===== config.mk =====
export PLATFORM = sky130hd
export DESIGN_NAME = icnt_core
export DESIGN_NICKNAME = d
export VERILOG_FILES = /design/src/hdl/icnt_pkg.sv /design/src/hdl/icnt_trig_if.sv /design/src/hdl/icnt_trig_edge.sv /design/src/hdl/icnt_core.sv
export VERILOG_INCLUDE_DIRS = /design/src /design/src/hdl
export SDC_FILE = /design/constraint.sdc
export NUM_CORES = 1
export LEC_CHECK = 0
export ABC_AREA = 1
export BUFFER_PORTS_ARGS = -buffer_cell sky130_fd_sc_hd__buf_2
export CAP_MARGIN = 20
export CORE_ASPECT_RATIO = 1.75
export CORE_MARGIN = 4
export CORE_UTILIZATION = 64
export DETAILED_ROUTE_END_ITERATION = 10
export GPL_ROUTABILITY_DRIVEN = 0
export PLACE_DENSITY = 0.86
export SYNTH_ARGS = -nofsm -noshare
export SYNTH_HDL_FRONTEND = slang
export SYNTH_SLANG_ARGS = --single-unit

===== constraint.sdc =====
create_clock -name mclk -period 3.86 [get_ports mclk]
set_input_delay 1.158 -clock mclk [delete_from_list [all_inputs] [get_ports mclk]]
set_output_delay 1.158 -clock mclk [all_outputs]
set_load 0.05 [all_outputs]

===== src/hdl/icnt_cfg.svh =====
// Contract
// - armed trigger B starts run, flags, interrupts
// - running modes 2/3: trigger B captures counter
// - trigger A is count source and pulse output
// - decode only on io page, bit 12, switches
// - base address any word ending 0 or 4
// - preset buffer sits at next even address
// - overflow vector from six switches, bits 8-3
// - trigger B vector is overflow vector plus four
// - slope select picks rising or falling edge
// - any byte write loads whole preset word
// - modes 2/3 preset reads return captured count
// - run write or armed trigger loads counter
// - single interval stops at overflow, clears run
// - overflow sets flag, interrupts when enabled
// - overflow and trigger A copied onto aux tabs
// - two-bit mode field selects four modes
// - three-bit rate field selects eight sources
// - repeat mode reloads on overflow, keeps running
// - mode 3 capture zeroes counter, mode 2 not
`ifndef ICNT_CFG_SVH
`define ICNT_CFG_SVH

// address decode
`define ICNT_IO_BIT 12
`define ICNT_OFS_CONTROL 1'b0
`define ICNT_OFS_PRESET 1'b1

// control word field positions
`define ICNT_B_RUN 0
`define ICNT_B_MODE_LO 1
`define ICNT_B_MODE_HI 2
`define ICNT_B_RATE_LO 3
`define ICNT_B_RATE_HI 5
`define ICNT_B_OVF_IE 6
`define ICNT_B_OVF_FLAG 7
`define ICNT_B_MAINT_A 8
`define ICNT_B_MAINT_B 9
`define ICNT_B_MAINT_OSC 10
`define ICNT_B_OSC_OFF 11
`define ICNT_B_OVERRUN 12
`define ICNT_B_ARM 13
`define ICNT_B_TRIGB_IE 14
`define ICNT_B_TRIGB_FLAG 15

// reset values
`define ICNT_RST_PRESET 16'h0000
`define ICNT_RST_VALUE 1'b0

// timing
`define ICNT_CLK_HZ 200000000
`define ICNT_BASE_HZ 10000000
`define ICNT_BASE_DIV (`ICNT_CLK_HZ / `ICNT_BASE_HZ)
`define ICNT_DECADE 10
`define ICNT_PULSE_NS 500
`define ICNT_PULSE_CYC ((`ICNT_PULSE_NS * (`ICNT_CLK_HZ / 1000000)) / 1000)
`define ICNT_VEC_STEP_B 4

`endif


===== src/hdl/icnt_pkg.sv =====
package icnt_pkg;
    // operating modes
    typedef enum logic [1:0] {
        ICNT_MODE_SINGLE = 2'h0,
        ICNT_MODE_REPEAT = 2'h1,
        ICNT_MODE_EVENT = 2'h2,
        ICNT_MODE_EVENT_ZERO = 2'h3
    } icnt_mode_t;
    // count sources
    typedef enum logic [2:0] {
        ICNT_RATE_STOP = 3'h0,
        ICNT_RATE_1M = 3'h1,
        ICNT_RATE_100K = 3'h2,
        ICNT_RATE_10K = 3'h3,
        ICNT_RATE_1K = 3'h4,
        ICNT_RATE_100 = 3'h5,
        ICNT_RATE_TRIG_A = 3'h6,
        ICNT_RATE_LINE = 3'h7
    } icnt_rate_t;
    // bus slave states
    typedef enum logic [2:0] {
        ICNT_BUS_IDLE = 3'h1,
        ICNT_BUS_ACTIVE = 3'h2,
        ICNT_BUS_REPLY = 3'h4
    } icnt_bus_t;
endpackage : icnt_pkg


===== src/hdl/icnt_trig_if.sv =====
`timescale 1ns/1ps
// raw trigger levels in, single-cycle events out; channel 0 A, 1 B, 2 line
interface icnt_trig_if;
    logic [2:0] rawIn;
    logic [2:0] slopeRise;
    logic [2:0] evt;
    modport detect (input rawIn, input slopeRise, output evt);
    modport user (output rawIn, output slopeRise, input evt);
endinterface : icnt_trig_if


===== src/hdl/icnt_trig_edge.sv =====
`timescale 1ns/1ps
module icnt_trig_edge
    import icnt_pkg::*;
(
    // clock and reset
    input wire logic mclk,
    input wire logic reset_n,
    // trigger channels
    icnt_trig_if.detect trg
);
    logic [2:0] sync1_r;
    logic [2:0] sync2_r;
    logic [2:0] hist_r;
    logic [2:0] evt_r;

    assign trg.evt = evt_r;

    genvar i;
    generate
        for (i = 0; i < 3; i++) begin : g_ch
            // first stage feeds only the second stage
            always_ff @(posedge mclk) begin
                if (!reset_n) begin
                    // pipe follows the pin in reset, so an idle high pin fires no false edge
                    sync1_r[i] <= trg.rawIn[i];
                    sync2_r[i] <= trg.rawIn[i];
                    hist_r[i] <= trg.rawIn[i];
                    evt_r[i] <= 1'b0;
                end else begin
                    sync1_r[i] <= trg.rawIn[i];
                    sync2_r[i] <= sync1_r[i];
                    hist_r[i] <= sync2_r[i];
                    // slope chooses which transition fires
                    evt_r[i] <= trg.slopeRise[i] ? (sync2_r[i] & ~hist_r[i])
                                                 : (~sync2_r[i] & hist_r[i]);
                end
            end

            property p_evt_single;
                @(posedge mclk) disable iff (!reset_n)
                evt_r[i] |=> !evt_r[i];
            endproperty
            a_evt_single: assert property (p_evt_single)
                else $error("trigger event wider than one cycle");

            property p_slope;
                @(posedge mclk) disable iff (!reset_n)
                evt_r[i] |-> ($past(sync2_r[i]) == $past(trg.slopeRise[i]));
            endproperty
            a_slope: assert property (p_slope)
                else $error("trigger fired on wrong edge");
        end
    endgenerate
endmodule : icnt_trig_edge


===== src/hdl/icnt_core.sv =====
`timescale 1ns/1ps
`include "icnt_cfg.svh"
module icnt_core
    import icnt_pkg::*;
#(
    parameter int DATA_W = 16,
    parameter int VEC_W = 6,
    parameter int ADR_SW_W = 10
)
(
    // clock and reset
    input wire logic mclk,
    input wire logic reset_n,
    // multiplexed address/data bus
    input wire logic [DATA_W-1:0] adIn,
    output logic [DATA_W-1:0] adOut,
    output logic adOe_n,
    input wire logic busSync,
    input wire logic busDin,
    input wire logic busDout,
    input wire logic busWtbt,
    input wire logic ioPageSelect,
    output logic busRply,
    output logic irqReq,
    input wire logic irqAckIn,
    // board switches
    input wire logic [ADR_SW_W-1:0] addrSwitch,
    input wire logic [VEC_W-1:0] vectorSwitch,
    input wire logic slopeASel,
    input wire logic slopeBSel,
    // trigger and line inputs
    input wire logic extTriggerA,
    input wire logic extTriggerB,
    input wire logic lineFreqIn,
    // pulse outputs, active low
    output logic overflowPulseOut_n,
    output logic overflowPulseTab_n,
    output logic triggerAOut_n,
    output logic triggerATab_n
);
    localparam logic [4:0] BASE_DIV_M1 = 5'(`ICNT_BASE_DIV - 1);
    localparam logic [3:0] DECADE_M1 = 4'(`ICNT_DECADE - 1);
    localparam logic [6:0] PULSE_CYC = 7'(`ICNT_PULSE_CYC);
    localparam logic [DATA_W-1:0] ALL_ONES = '1;

    icnt_trig_if trg ();
    icnt_bus_t busState_r;
    logic syncD_r, sel_r, regSel_r, byteHi_r, drive_r;
    logic [DATA_W-1:0] adOut_r;
    logic countRun_r, trigBArm_r, trigBIrqEn_r, ovfIrqEn_r, oscOff_r;
    logic trigBFlag_r, ovfFlag_r, overrun_r;
    logic [1:0] mode_r;
    logic [2:0] rate_r;
    logic [DATA_W-1:0] counter_r, preset_r;
    logic [4:0] baseCnt_r;
    logic [3:0] decCnt_r [5];
    logic [5:0] stageTick;
    logic [1:0] reqLvlD_r, pend_r;
    logic [6:0] pulseCnt_r [2];
    logic [1:0] pulseOut_n_r;

    // synchronise and edge-detect triggers; line edge always rising
    assign trg.rawIn = {lineFreqIn, extTriggerB, extTriggerA};
    assign trg.slopeRise = {1'b1, slopeBSel, slopeASel};
    icnt_trig_edge u_edge (
        .mclk(mclk),
        .reset_n(reset_n),
        .trg(trg)
    );

    // bus strobes
    logic addrPhase, rdStb, wrStb, ackStb, wrCtl, wrLo, wrHi, wrPreset;
    logic [1:0] modeNow;
    logic [DATA_W-1:0] vecBase, ctlWord, rdData;
    assign addrPhase = (busState_r == ICNT_BUS_IDLE) && busSync && !syncD_r;
    assign rdStb = (busState_r == ICNT_BUS_ACTIVE) && sel_r && busDin;
    assign wrStb = (busState_r == ICNT_BUS_ACTIVE) && sel_r && busDout && !busDin;
    assign ackStb = (busState_r == ICNT_BUS_IDLE) && !busSync && irqAckIn && irqReq;
    assign wrCtl = wrStb && (regSel_r == `ICNT_OFS_CONTROL);
    assign wrLo = !busWtbt || !byteHi_r;
    assign wrHi = !busWtbt || byteHi_r;
    // preset is locked while capturing; byte lane ignored on purpose
    assign wrPreset = wrStb && (regSel_r == `ICNT_OFS_PRESET)
                      && !(countRun_r && mode_r[1]);
    assign modeNow = (wrCtl && wrLo) ? adIn[`ICNT_B_MODE_HI:`ICNT_B_MODE_LO] : mode_r;

    // counter events
    logic maintA, maintB, maintOsc, trigAEvt, trigBEvt, goRise, armStart, startEvt;
    logic rateTick, incEn, ovfEvt, capEvt, trigBSet;
    assign maintA = wrCtl && wrHi && adIn[`ICNT_B_MAINT_A];
    assign maintB = wrCtl && wrHi && adIn[`ICNT_B_MAINT_B];
    assign maintOsc = wrCtl && wrHi && adIn[`ICNT_B_MAINT_OSC];
    assign trigAEvt = trg.evt[0] || maintA;
    assign trigBEvt = trg.evt[1] || maintB;
    assign goRise = wrCtl && wrLo && adIn[`ICNT_B_RUN] && !countRun_r;
    assign armStart = trigBEvt && trigBArm_r;
    assign startEvt = goRise || armStart;
    assign incEn = countRun_r && rateTick;
    assign ovfEvt = incEn && (counter_r == ALL_ONES);
    assign capEvt = trigBEvt && countRun_r && mode_r[1] && !armStart;
    assign trigBSet = trigBEvt && (countRun_r || trigBArm_r);

    // bus slave: latch address on io page, reply to data strobes and acks
    always_ff @(posedge mclk) begin
        if (!reset_n) begin
            busState_r <= ICNT_BUS_IDLE;
            syncD_r <= 1'b0;
            sel_r <= 1'b0;
            regSel_r <= 1'b0;
            byteHi_r <= 1'b0;
            drive_r <= 1'b0;
        end else begin
            syncD_r <= busSync;
            case (busState_r)
                ICNT_BUS_IDLE: begin
                    drive_r <= 1'b0;
                    if (addrPhase) begin
                        // address switches hold bits 11-2; bit 1 picks the register
                        sel_r <= ioPageSelect && adIn[`ICNT_IO_BIT]
                                 && (adIn[11:2] == addrSwitch);
                        regSel_r <= adIn[1];
                        byteHi_r <= adIn[0];
                        busState_r <= ICNT_BUS_ACTIVE;
                    end else if (ackStb) begin
                        drive_r <= 1'b1;
                        busState_r <= ICNT_BUS_REPLY;
                    end
                end
                ICNT_BUS_ACTIVE: begin
                    if (!busSync) begin
                        sel_r <= 1'b0;
                        busState_r <= ICNT_BUS_IDLE;
                    end else if (rdStb || wrStb) begin
                        drive_r <= rdStb;
                        busState_r <= ICNT_BUS_REPLY;
                    end
                end
                ICNT_BUS_REPLY: begin
                    if (!busDin && !busDout && !irqAckIn) begin
                        drive_r <= 1'b0;
                        busState_r <= busSync ? ICNT_BUS_ACTIVE : ICNT_BUS_IDLE;
                    end
                end
                default: busState_r <= ICNT_BUS_IDLE;
            endcase
        end
    end

    // read data and vectors; overflow outranks trigger B
    assign vecBase = {{(DATA_W-VEC_W-3){1'b0}}, vectorSwitch, 3'h0};
    assign ctlWord = {trigBFlag_r, trigBIrqEn_r, trigBArm_r, overrun_r, oscOff_r, 3'h0,
                      ovfFlag_r, ovfIrqEn_r, rate_r, mode_r, countRun_r};
    assign rdData = (regSel_r == `ICNT_OFS_PRESET) ? preset_r : ctlWord;
    always_ff @(posedge mclk) begin
        if (!reset_n) begin
            adOut_r <= '0;
        end else if (ackStb) begin
            // plus four lands on bit 2, which the switches never reach
            adOut_r <= pend_r[0] ? vecBase
                                 : (vecBase | DATA_W'(`ICNT_VEC_STEP_B));
        end else if (rdStb) begin
            adOut_r <= rdData;
        end
    end
    assign adOut = adOut_r;
    assign adOe_n = !drive_r;
    assign busRply = (busState_r == ICNT_BUS_REPLY);

    // software settings
    always_ff @(posedge mclk) begin
        if (!reset_n) begin
            mode_r <= ICNT_MODE_SINGLE;
            rate_r <= ICNT_RATE_STOP;
            ovfIrqEn_r <= `ICNT_RST_VALUE;
            trigBIrqEn_r <= `ICNT_RST_VALUE;
            oscOff_r <= `ICNT_RST_VALUE;
        end else begin
            if (wrCtl && wrLo) begin
                mode_r <= adIn[`ICNT_B_MODE_HI:`ICNT_B_MODE_LO];
                rate_r <= adIn[`ICNT_B_RATE_HI:`ICNT_B_RATE_LO];
                ovfIrqEn_r <= adIn[`ICNT_B_OVF_IE];
            end
            if (wrCtl && wrHi) begin
                trigBIrqEn_r <= adIn[`ICNT_B_TRIGB_IE];
                oscOff_r <= adIn[`ICNT_B_OSC_OFF];
            end
        end
    end

    // time base: 10 MHz enable then five decade stages
    always_ff @(posedge mclk) begin
        if (!reset_n) begin
            baseCnt_r <= '0;
        end else begin
            baseCnt_r <= (baseCnt_r == BASE_DIV_M1) ? 5'h00 : 5'(baseCnt_r + 5'h01);
        end
    end
    // maintenance pulse steps the chain even with the oscillator off
    assign stageTick[0] = ((baseCnt_r == BASE_DIV_M1) && !oscOff_r) || maintOsc;
    genvar d;
    generate
        for (d = 0; d < 5; d++) begin : g_dec
            always_ff @(posedge mclk) begin
                if (!reset_n) begin
                    decCnt_r[d] <= '0;
                end else if (stageTick[d]) begin
                    decCnt_r[d] <= (decCnt_r[d] == DECADE_M1) ? 4'h0 : 4'(decCnt_r[d] + 4'h1);
                end
            end
            assign stageTick[d+1] = stageTick[d] && (decCnt_r[d] == DECADE_M1);
        end
    endgenerate

    // count source select
    always_comb begin
        case (icnt_rate_t'(rate_r))
            ICNT_RATE_STOP: rateTick = 1'b0;
            ICNT_RATE_1M: rateTick = stageTick[1];
            ICNT_RATE_100K: rateTick = stageTick[2];
            ICNT_RATE_10K: rateTick = stageTick[3];
            ICNT_RATE_1K: rateTick = stageTick[4];
            ICNT_RATE_100: rateTick = stageTick[5];
            ICNT_RATE_TRIG_A: rateTick = trigAEvt;
            ICNT_RATE_LINE: rateTick = trg.evt[2];
            default: rateTick = 1'b0;
        endcase
    end

    // run bit, arm bit and the counter itself
    always_ff @(posedge mclk) begin
        if (!reset_n) begin
            countRun_r <= `ICNT_RST_VALUE;
            trigBArm_r <= `ICNT_RST_VALUE;
            counter_r <= '0;
        end else begin
            if (startEvt) begin
                countRun_r <= 1'b1;
            end else if (ovfEvt && mode_r == ICNT_MODE_SINGLE) begin
                countRun_r <= 1'b0;
            end else if (wrCtl && wrLo) begin
                countRun_r <= adIn[`ICNT_B_RUN];
            end
            if (goRise || armStart) begin
                trigBArm_r <= 1'b0;
            end else if (wrCtl && wrHi) begin
                trigBArm_r <= adIn[`ICNT_B_ARM];
            end
            if (startEvt) begin
                counter_r <= modeNow[1] ? '0 : preset_r;
            end else if (capEvt && mode_r == ICNT_MODE_EVENT_ZERO) begin
                counter_r <= incEn ? DATA_W'(1) : '0;
            end else if (ovfEvt && mode_r == ICNT_MODE_REPEAT) begin
                counter_r <= preset_r;
            end else if (incEn) begin
                counter_r <= counter_r + DATA_W'(1);
            end
        end
    end

    // preset buffer: program load or capture
    always_ff @(posedge mclk) begin
        if (!reset_n) begin
            preset_r <= `ICNT_RST_PRESET;
        end else if (capEvt) begin
            preset_r <= counter_r;
        end else if (wrPreset) begin
            preset_r <= adIn;
        end
    end

    // status flags; hardware set beats software clear
    always_ff @(posedge mclk) begin
        if (!reset_n) begin
            trigBFlag_r <= `ICNT_RST_VALUE;
            ovfFlag_r <= `ICNT_RST_VALUE;
            overrun_r <= `ICNT_RST_VALUE;
        end else begin
            if (trigBSet) begin
                trigBFlag_r <= 1'b1;
            end else if ((goRise && !trigBArm_r)
                         || (wrCtl && wrHi && !adIn[`ICNT_B_TRIGB_FLAG])) begin
                trigBFlag_r <= 1'b0;
            end
            if (ovfEvt) begin
                ovfFlag_r <= 1'b1;
            end else if (goRise || (wrCtl && wrLo && !adIn[`ICNT_B_OVF_FLAG])) begin
                ovfFlag_r <= 1'b0;
            end
            if ((ovfEvt && ovfFlag_r) || (trigBSet && trigBFlag_r)) begin
                overrun_r <= 1'b1;
            end else if (goRise) begin
                overrun_r <= 1'b0;
            end else if (wrCtl && wrHi) begin
                overrun_r <= adIn[`ICNT_B_OVERRUN];
            end
        end
    end

    // interrupt requests: armed on a rising request level, dropped on ack
    logic [1:0] reqLvl;
    assign reqLvl = {trigBFlag_r && trigBIrqEn_r, ovfFlag_r && ovfIrqEn_r};
    always_ff @(posedge mclk) begin
        if (!reset_n) begin
            reqLvlD_r <= 2'h0;
            pend_r <= 2'h0;
        end else begin
            reqLvlD_r <= reqLvl;
            pend_r[0] <= reqLvl[0] && ((reqLvl[0] && !reqLvlD_r[0])
                         || (pend_r[0] && !ackStb));
            pend_r[1] <= reqLvl[1] && ((reqLvl[1] && !reqLvlD_r[1])
                         || (pend_r[1] && !(ackStb && !pend_r[0])));
        end
    end
    assign irqReq = |pend_r;

    // stretched output pulses, 0 overflow and 1 trigger A
    logic [1:0] pulseFire;
    assign pulseFire = {trigAEvt, ovfEvt};
    genvar p;
    generate
        for (p = 0; p < 2; p++) begin : g_pulse
            always_ff @(posedge mclk) begin
                if (!reset_n) begin
                    pulseCnt_r[p] <= '0;
                    pulseOut_n_r[p] <= 1'b1;
                end else begin
                    if (pulseFire[p]) begin
                        pulseCnt_r[p] <= PULSE_CYC;
                    end else if (pulseCnt_r[p] != 7'h00) begin
                        pulseCnt_r[p] <= 7'(pulseCnt_r[p] - 7'h01);
                    end
                    pulseOut_n_r[p] <= !(pulseFire[p] || (pulseCnt_r[p] > 7'h01));
                end
            end
        end
    endgenerate
    // tabs wired in parallel with the connector pins
    assign overflowPulseOut_n = pulseOut_n_r[0];
    assign overflowPulseTab_n = pulseOut_n_r[0];
    assign triggerAOut_n = pulseOut_n_r[1];
    assign triggerATab_n = pulseOut_n_r[1];

    property p_cap_copy;
        @(posedge mclk) disable iff (!reset_n)
        capEvt |=> (preset_r == $past(counter_r));
    endproperty
    a_cap_copy: assert property (p_cap_copy)
        else $error("capture did not copy counter");

    property p_arm_start;
        @(posedge mclk) disable iff (!reset_n)
        armStart |=> (countRun_r && trigBFlag_r && !trigBArm_r);
    endproperty
    a_arm_start: assert property (p_arm_start)
        else $error("armed trigger did not start");

    property p_no_sel_no_reply;
        @(posedge mclk) disable iff (!reset_n)
        (busState_r == ICNT_BUS_ACTIVE && !sel_r) |=> !busRply;
    endproperty
    a_no_sel_no_reply: assert property (p_no_sel_no_reply)
        else $error("reply without address match");

    property p_vec_b;
        @(posedge mclk) disable iff (!reset_n)
        (ackStb && !pend_r[0]) |=> (adOut_r == $past(vecBase) + DATA_W'(4)) && !adOe_n;
    endproperty
    a_vec_b: assert property (p_vec_b)
        else $error("trigger B vector wrong");

    property p_single_stop;
        @(posedge mclk) disable iff (!reset_n)
        (ovfEvt && mode_r == ICNT_MODE_SINGLE) |=> (!countRun_r && ovfFlag_r);
    endproperty
    a_single_stop: assert property (p_single_stop)
        else $error("single interval did not stop");

    property p_repeat;
        @(posedge mclk) disable iff (!reset_n)
        (ovfEvt && mode_r == ICNT_MODE_REPEAT) |=> (countRun_r
            && counter_r == $past(preset_r));
    endproperty
    a_repeat: assert property (p_repeat)
        else $error("repeat mode did not reload");

    property p_zero_base;
        @(posedge mclk) disable iff (!reset_n)
        (capEvt && mode_r == ICNT_MODE_EVENT_ZERO) |=> (counter_r <= DATA_W'(1));
    endproperty
    a_zero_base: assert property (p_zero_base)
        else $error("mode 3 capture did not zero counter");

    property p_go_load;
        @(posedge mclk) disable iff (!reset_n)
        (goRise && !modeNow[1]) |=> (counter_r == $past(preset_r));
    endproperty
    a_go_load: assert property (p_go_load)
        else $error("run write did not load preset");

    property p_ovf_pulse;
        @(posedge mclk) disable iff (!reset_n)
        ovfEvt |=> (!overflowPulseOut_n && !overflowPulseTab_n) [*8];
    endproperty
    a_ovf_pulse: assert property (p_ovf_pulse)
        else $error("overflow pulse too short");

    property p_count_step;
        @(posedge mclk) disable iff (!reset_n)
        (incEn && !ovfEvt && !startEvt && !capEvt) |=>
            (counter_r == $past(counter_r) + DATA_W'(1));
    endproperty
    a_count_step: assert property (p_count_step)
        else $error("counter did not step on source tick");
endmodule : icnt_core


=== Word-level counts from Yosys, hierarchy flattened ===
Memory sizes are Yosys's and may differ from the RTL's.
Index checks and enable logic that the tools add are counted.

* Register bits: 92
* Latch bits: 0
* Memory bits (writable): 34
* ROM bits: 0
* Input bits: 45
* Output and inout port bits: 23
* Logic and storage cells: 301
* Memories: 2

* $add $sub $neg: 9
* Multiply operators: 0
* Divide/modulo/power cells: 0
* Order comparisons: 2
* Equality and inequality tests: 27
* Shift operators: 0
* Multiplexer cells: 92
* Bitwise logic cells: 21
* Reduce and logical (&&, ||, !) cells: 111

{| class="wikitable"
|+ Memory list
! memory !! depth !! bits a word !! rd ports !! clocked after memory_dff !! wr ports !! RTL line !! text
|-
| decCnt_r || 5 || 4 || 5 || 0 || 5 || icnt_core.sv:56 || <nowiki>logic [3:0] decCnt_r [5];</nowiki>
|-
| pulseCnt_r || 2 || 7 || 2 || 0 || 2 || icnt_core.sv:59 || <nowiki>logic [6:0] pulseCnt_r [2];</nowiki>
|}

{| class="wikitable"
|+ Operators with widths
! operator !! number
|-
| 16-bit two-way mux || 10
|-
| 1-bit two-way mux || 56
|-
| 1-bit logical AND || 54
|-
| 4-bit two-way mux || 10
|-
| 7-bit two-way mux || 4
|-
| 1-bit zero test || 22
|-
| 4-bit by 1-bit adder with 4-bit output (second input constant) || 5
|-
| 4-bit == test (second input constant) || 5
|-
| 3-bit two-way mux || 6
|-
| 16-bit by 1-bit adder with 16-bit output (second input constant) || 1
|-
| 16-bit == test (second input constant) || 1
|-
| 3-bit == test (second input constant) || 5
|-
| 1-bit logical OR || 15
|-
| 7-bit by 1-bit > comparator with 1-bit output (second input constant) || 2
|-
| 7-bit nonzero test || 2
|-
| 7-bit by 1-bit subtractor with 7-bit output (second input constant) || 2
|-
| 10-bit == test || 1
|-
| 2-bit nonzero test || 5
|-
| 3-bit by 2-bit == test with 1-bit output (second input constant) || 3
|-
| 1-bit OR || 9
|-
| 3-bit one-hot mux with 3 select lines || 1
|-
| 3-bit nonzero test || 3
|-
| 1-bit one-hot mux with 8 select lines || 1
|-
| 1-bit NOT || 7
|-
| other kinds (20) || 32
|}

=== Longest topological paths before layout ===
* Word-level depth: 21
* Gate-level depth with buffers: 18
* Mapped depth without buffers: 18

=== Cells and area by module ===
A second synthesis with hierarchy kept.

* Cells, all modules: 817
* Area, all modules: 6497.5 um^2

{| class="wikitable"
|+ Modules (own cells, without submodules)
! module !! instances !! cells each !! area each (um^2) !! seq. area each (um^2)
|-
| icnt_core || 1 || 772 || 6122.1 || 2622.5
|-
| icnt_trig_edge || 1 || 45 || 375.4 || 240.2
|}

=== Worst setup path after synthesis ===
OpenSTA, ideal clock, no wires.

* Path type: input port to flip-flop
* Start point: input busDin
* End point: memory pulseCnt_r[0][0] (enable)
* Library setup time: 0.318 ns
* Arrival: 2.589 ns
* Required time: 3.542 ns
* Setup slack: 0.954 ns
* Cell stages on the path: 14
* Path buffers: 0
* Path through: inv_1 -> nand2_1 -> nor2_4 -> nand4_2 -> nand2_2 -> nand3_1 -> nand2_1 -> nand2_2 -> nor2_8 -> nand2_1 -> nand2_1 -> a21oi_1 -> inv_1 -> nand3_1

{| class="wikitable"
|+ RTL lines
! item !! RTL line !! text
|-
| start: declaration || icnt_core.sv:19 || <nowiki>input wire logic busDin,</nowiki>
|-
| end: declaration || icnt_core.sv:59 ||
|}

==> implementation parameters <==
Parameter                              Value

Floorplanning
  Die footprint ... 0.0119 mm²
  Die H ... 141 µm
  Starting density of the core ... 65.5%
  Cell Rows ... 48
  IO Pins ... 68
  Standard cell core area ... 0.00991 mm²
  Width of the die ... 84.1 µm

Global route
  Wire length of the first global-routing pass ... 29.1 mm
  Total global-route track usage ... 30.5%
  Via count of the first global-routing pass ... 6331
  Pin count of the biggest net entering global routing ... 55
  Global route overflow ... 0
  Initial antenna violation count ... 0

Yosys
  Fraction of registers with async set/reset ... 0%
  Count of warnings emitted by yosys ... 0
  Number of distinct library cells after synthesis ... 52
  Post-synth top area cell ... dfxtp_1
  Synthesized netlist net count ... 868
  Post-synth EDFFs ... 34
  Commonest cells post-synth ... nand2_1, dfxtp_1, inv_1, nor2_1, o21ai_0
  Share of the synthesized area in the top cell type ... 28.4%
  Most frequently used flop master after synthesis ... dfxtp_1
  Mean cell area of the mapped netlist ... 8.06 µm²
  Top-count cell post-synth ... nand2_1
  Sequential area share after synthesis ... 44.1%
  Synthesized netlist cell count ... 806
  Syn Std Cell Area ... 0.00649 mm²
  Register bit count reported by yosys ... 126
  Top cells by area, synth ... dfxtp_1, edfxtp_1, nand2_1, inv_1, nor2_1

Route
  Number of antenna-violating nets in the routed design ... 0
  Initial DRT Pass Iterations ... 6
  Detailed-route via count ... 6157
  Violation count after the first detailed-routing iteration ... 570
  Wirelength, routed ... 17.8 mm
  DRC Markers ... 0
  Routed vias/inst ... 6.11
  WL per Instance ... 17.7 µm

STA
  Worst slew margin ... 36.0%
  Hold Vio Cnt, Final ... 0
  Post-route minimum period ... 2.99 ns
  Summed negative setup slack over all endpoints ... 0 ns
  Final Cycle Share ... 77.4%
  Setup repair after global routing missed its margin ... false
  Final Slew Violations ... 0
  Slew at the pin with the worst max-slew slack ... 0.959 ns
  F_max ... 335 MHz
  # setup viols final ... 0
  Clock Skew ... 0.0123 ns

Clock tree
  Clk_lat worst skew ... 0.43 ns
  Clock edge transition at the registers on the reported setup and hold paths ... 0.05 ns
  Number of buffers inserted by post-CTS setup repair ... 0
  CTS tree ... yes
  Clock H-tree levels ... 4
  Max Root-Sink Buffers ... 2
  Number of buffers inserted by hold repair at cts ... 0
  Sink count of the clock tree ... 126
  Cell at the root of the clock tree ... clkbuf_16
  Clock buffers created by TritonCTS ... 17
  Number of gates resized after cts ... 0

Place
  Number of buffer cells added on primary ports ... 67
  Total half-perimeter wirelength after legalization and detailed placement ... 12.1 mm
  Post-Place Cells ... 975
  Total cell area at the placement stage ... 0.00688 mm²

Power
  Worst ir drop on vdd ... 0.404 mV
  Leakage power ... 0.00316 µW
  Power per standard cell area ... 492 mW/mm²
  Power, Total ... 3690 µW

Setup path
  Slowest stage cell, crit path ... nand3_1
  Cells along the critical path ... buf_2, inv_1, nand2_1, nor2_4, nand4_2, nand2_2, nand3_1, nand2_1, nand2_2, nor2_8, nand2_1, nand2_1, a21oi_1, inv_1, nand3_1
  Most prevalent standard cell on the critical path ... nand2_1
  Arrival time of data at the critical path endpoint ... 3.06 ns
  Critical path fanouts, max ... 7
  Data required, critical path ... 3.93 ns
  Startpoint class of the critical path ... input port
  Worst Setup End Kind ... register
  Largest incremental delay on the critical path ... 0.29 ns
  Type of the setup path with the least slack ... input port to register

Cells and area
  Relative area change from synthesis to final layout ... 15.5%
  Nets ... 931
  Share of final-layout standard cells stronger than drive strength 1 ... 17.7%
  Final instance area ... 0.00750 mm²
  Number of inserted filler cells in the final layout ... 698
  Antenna Cells ... 0
  Fin cells ... 1007
  Core utilization of the finished layout ... 75.7%

Run status
  Run status ... finished clean

Flow run
  Max-cap check violation count ... 0

Worst hold path
  Kind of path behind the tightest hold check ... register to register
-- routing by layer --
layer / GRT usage, % / share of wire, % / vias up
li1: - / - / 2854
met1: 31.0 / 34 / 2835
met2: 54.6 / 52 / 374
met3: 6.97 / 7.9 / 94
met4: 20.5 / 5.5 / 0
met5: 0 / 0 / -
-- report_power, final --
group          leakage, µW  internal (µW)  total [µW]  switching, µW
sequential         0.00110           1450        1520           71.3
clock             0.000313           1070        1670            593
combinational      0.00175            156         504            348
total              0.00316           2680        3690           1010
-- flip-flops by register name, summed over array words and instances (netlist names), 2 cells and up --
register	cells
adOut	16
baseCnt_r	5
busState_r	3
counter_r	16
decCnt_r	20
mode_r	2
pend_r	2
preset_r	16
pulseCnt_r	14
rate_r	3
reqLvlD_r	2
u_edge.hist_r	3
u_edge.sync1_r	3
u_edge.sync2_r	3
u_edge.trg.evt	3
-- stage by stage --
stage / hold slack (ns) / setup WS [ns]
floorplan: 0.374 / 0.954
global placement: 0.382 / 0.642
detailed placement: 0.395 / 0.530
CTS: 0.421 / 0.903
global route: 0.433 / 0.680
finish: 0.421 / 0.872
-- kinds of logic after synthesis --
group | count (synthesis) | share of synthesized area, %
xor+xnor | 34 | 4.59
compound gates | 179 | 16.8
fa+ha+maj | 17 | 3.28
simple gates | 332 | 23.7
flops | 126 | 44.1
buf+inv | 118 | 7.59
-- worst max-delay path, delay by kind of cell --
| kind | cells | cell delay, ns |
|---|---|---|
| compound gates | 1 | 0.07 |
| simple gates | 11 | 1.50 |
| buf+inv | 3 | 0.33 |
-- placed cells by master, fill, tap and decap left out, types with 3 or more instances in the layout --
cell       count
nor2_4         4
nor3_1        10
nand3_1       29
nand4_1        9
a21oi_1       46
nand2_2        6
o211ai_2       3
nand3b_1       3
o21ai_2        3
or2_2          7
nand2_1      171
a31oi_1       41
buf_2         67
o31ai_1        5
xor2_1        21
edfxtp_1      34
nand3_2        4
buf_4          8
inv_1         77
inv_2          8
ha_1          17
o211ai_1      21
dfxtp_1       92
inv_4          4
nor2_1        73
clkbuf_8       5
o21ai_0       50
nor4_1         3
xnor2_1       13
a21oi_2        3
clkbuf_16     18
-- cell type report --
cell class                      instances  area (µm²)  area share, %
Sequential cell                       126        2860           38.2
Inverter                               87         329           4.39
Clock inverter                          8        97.6           1.30
Tap cell                              125         156           2.08
Multi-Input combinational cell        562        3140           41.8
Clock buffer                           24         523           6.97
Timing Repair Buffer                   75         395           5.27
-- path summary, 6_finish.rpt --
check                                         startpoint                             end  slack (ns)  cells after the start
worst max register to register     regSel_r$_SDFFE_PN0P_       counter_r[3]$_SDFFE_PN0P_        0.94                     12
worst min-delay path            u_edge.hist_r[2]$_DFF_P_    u_edge.trg.evt[2]$_SDFF_PN0_        0.42                      1
worst max-delay path                              busDin  pulseCnt_r[0][3]$_SDFFCE_PP0P_        0.87                     15
worst min register to register  u_edge.hist_r[2]$_DFF_P_    u_edge.trg.evt[2]$_SDFF_PN0_        0.42                      1
No activity file was read; power rests on OpenSTA's default activity.
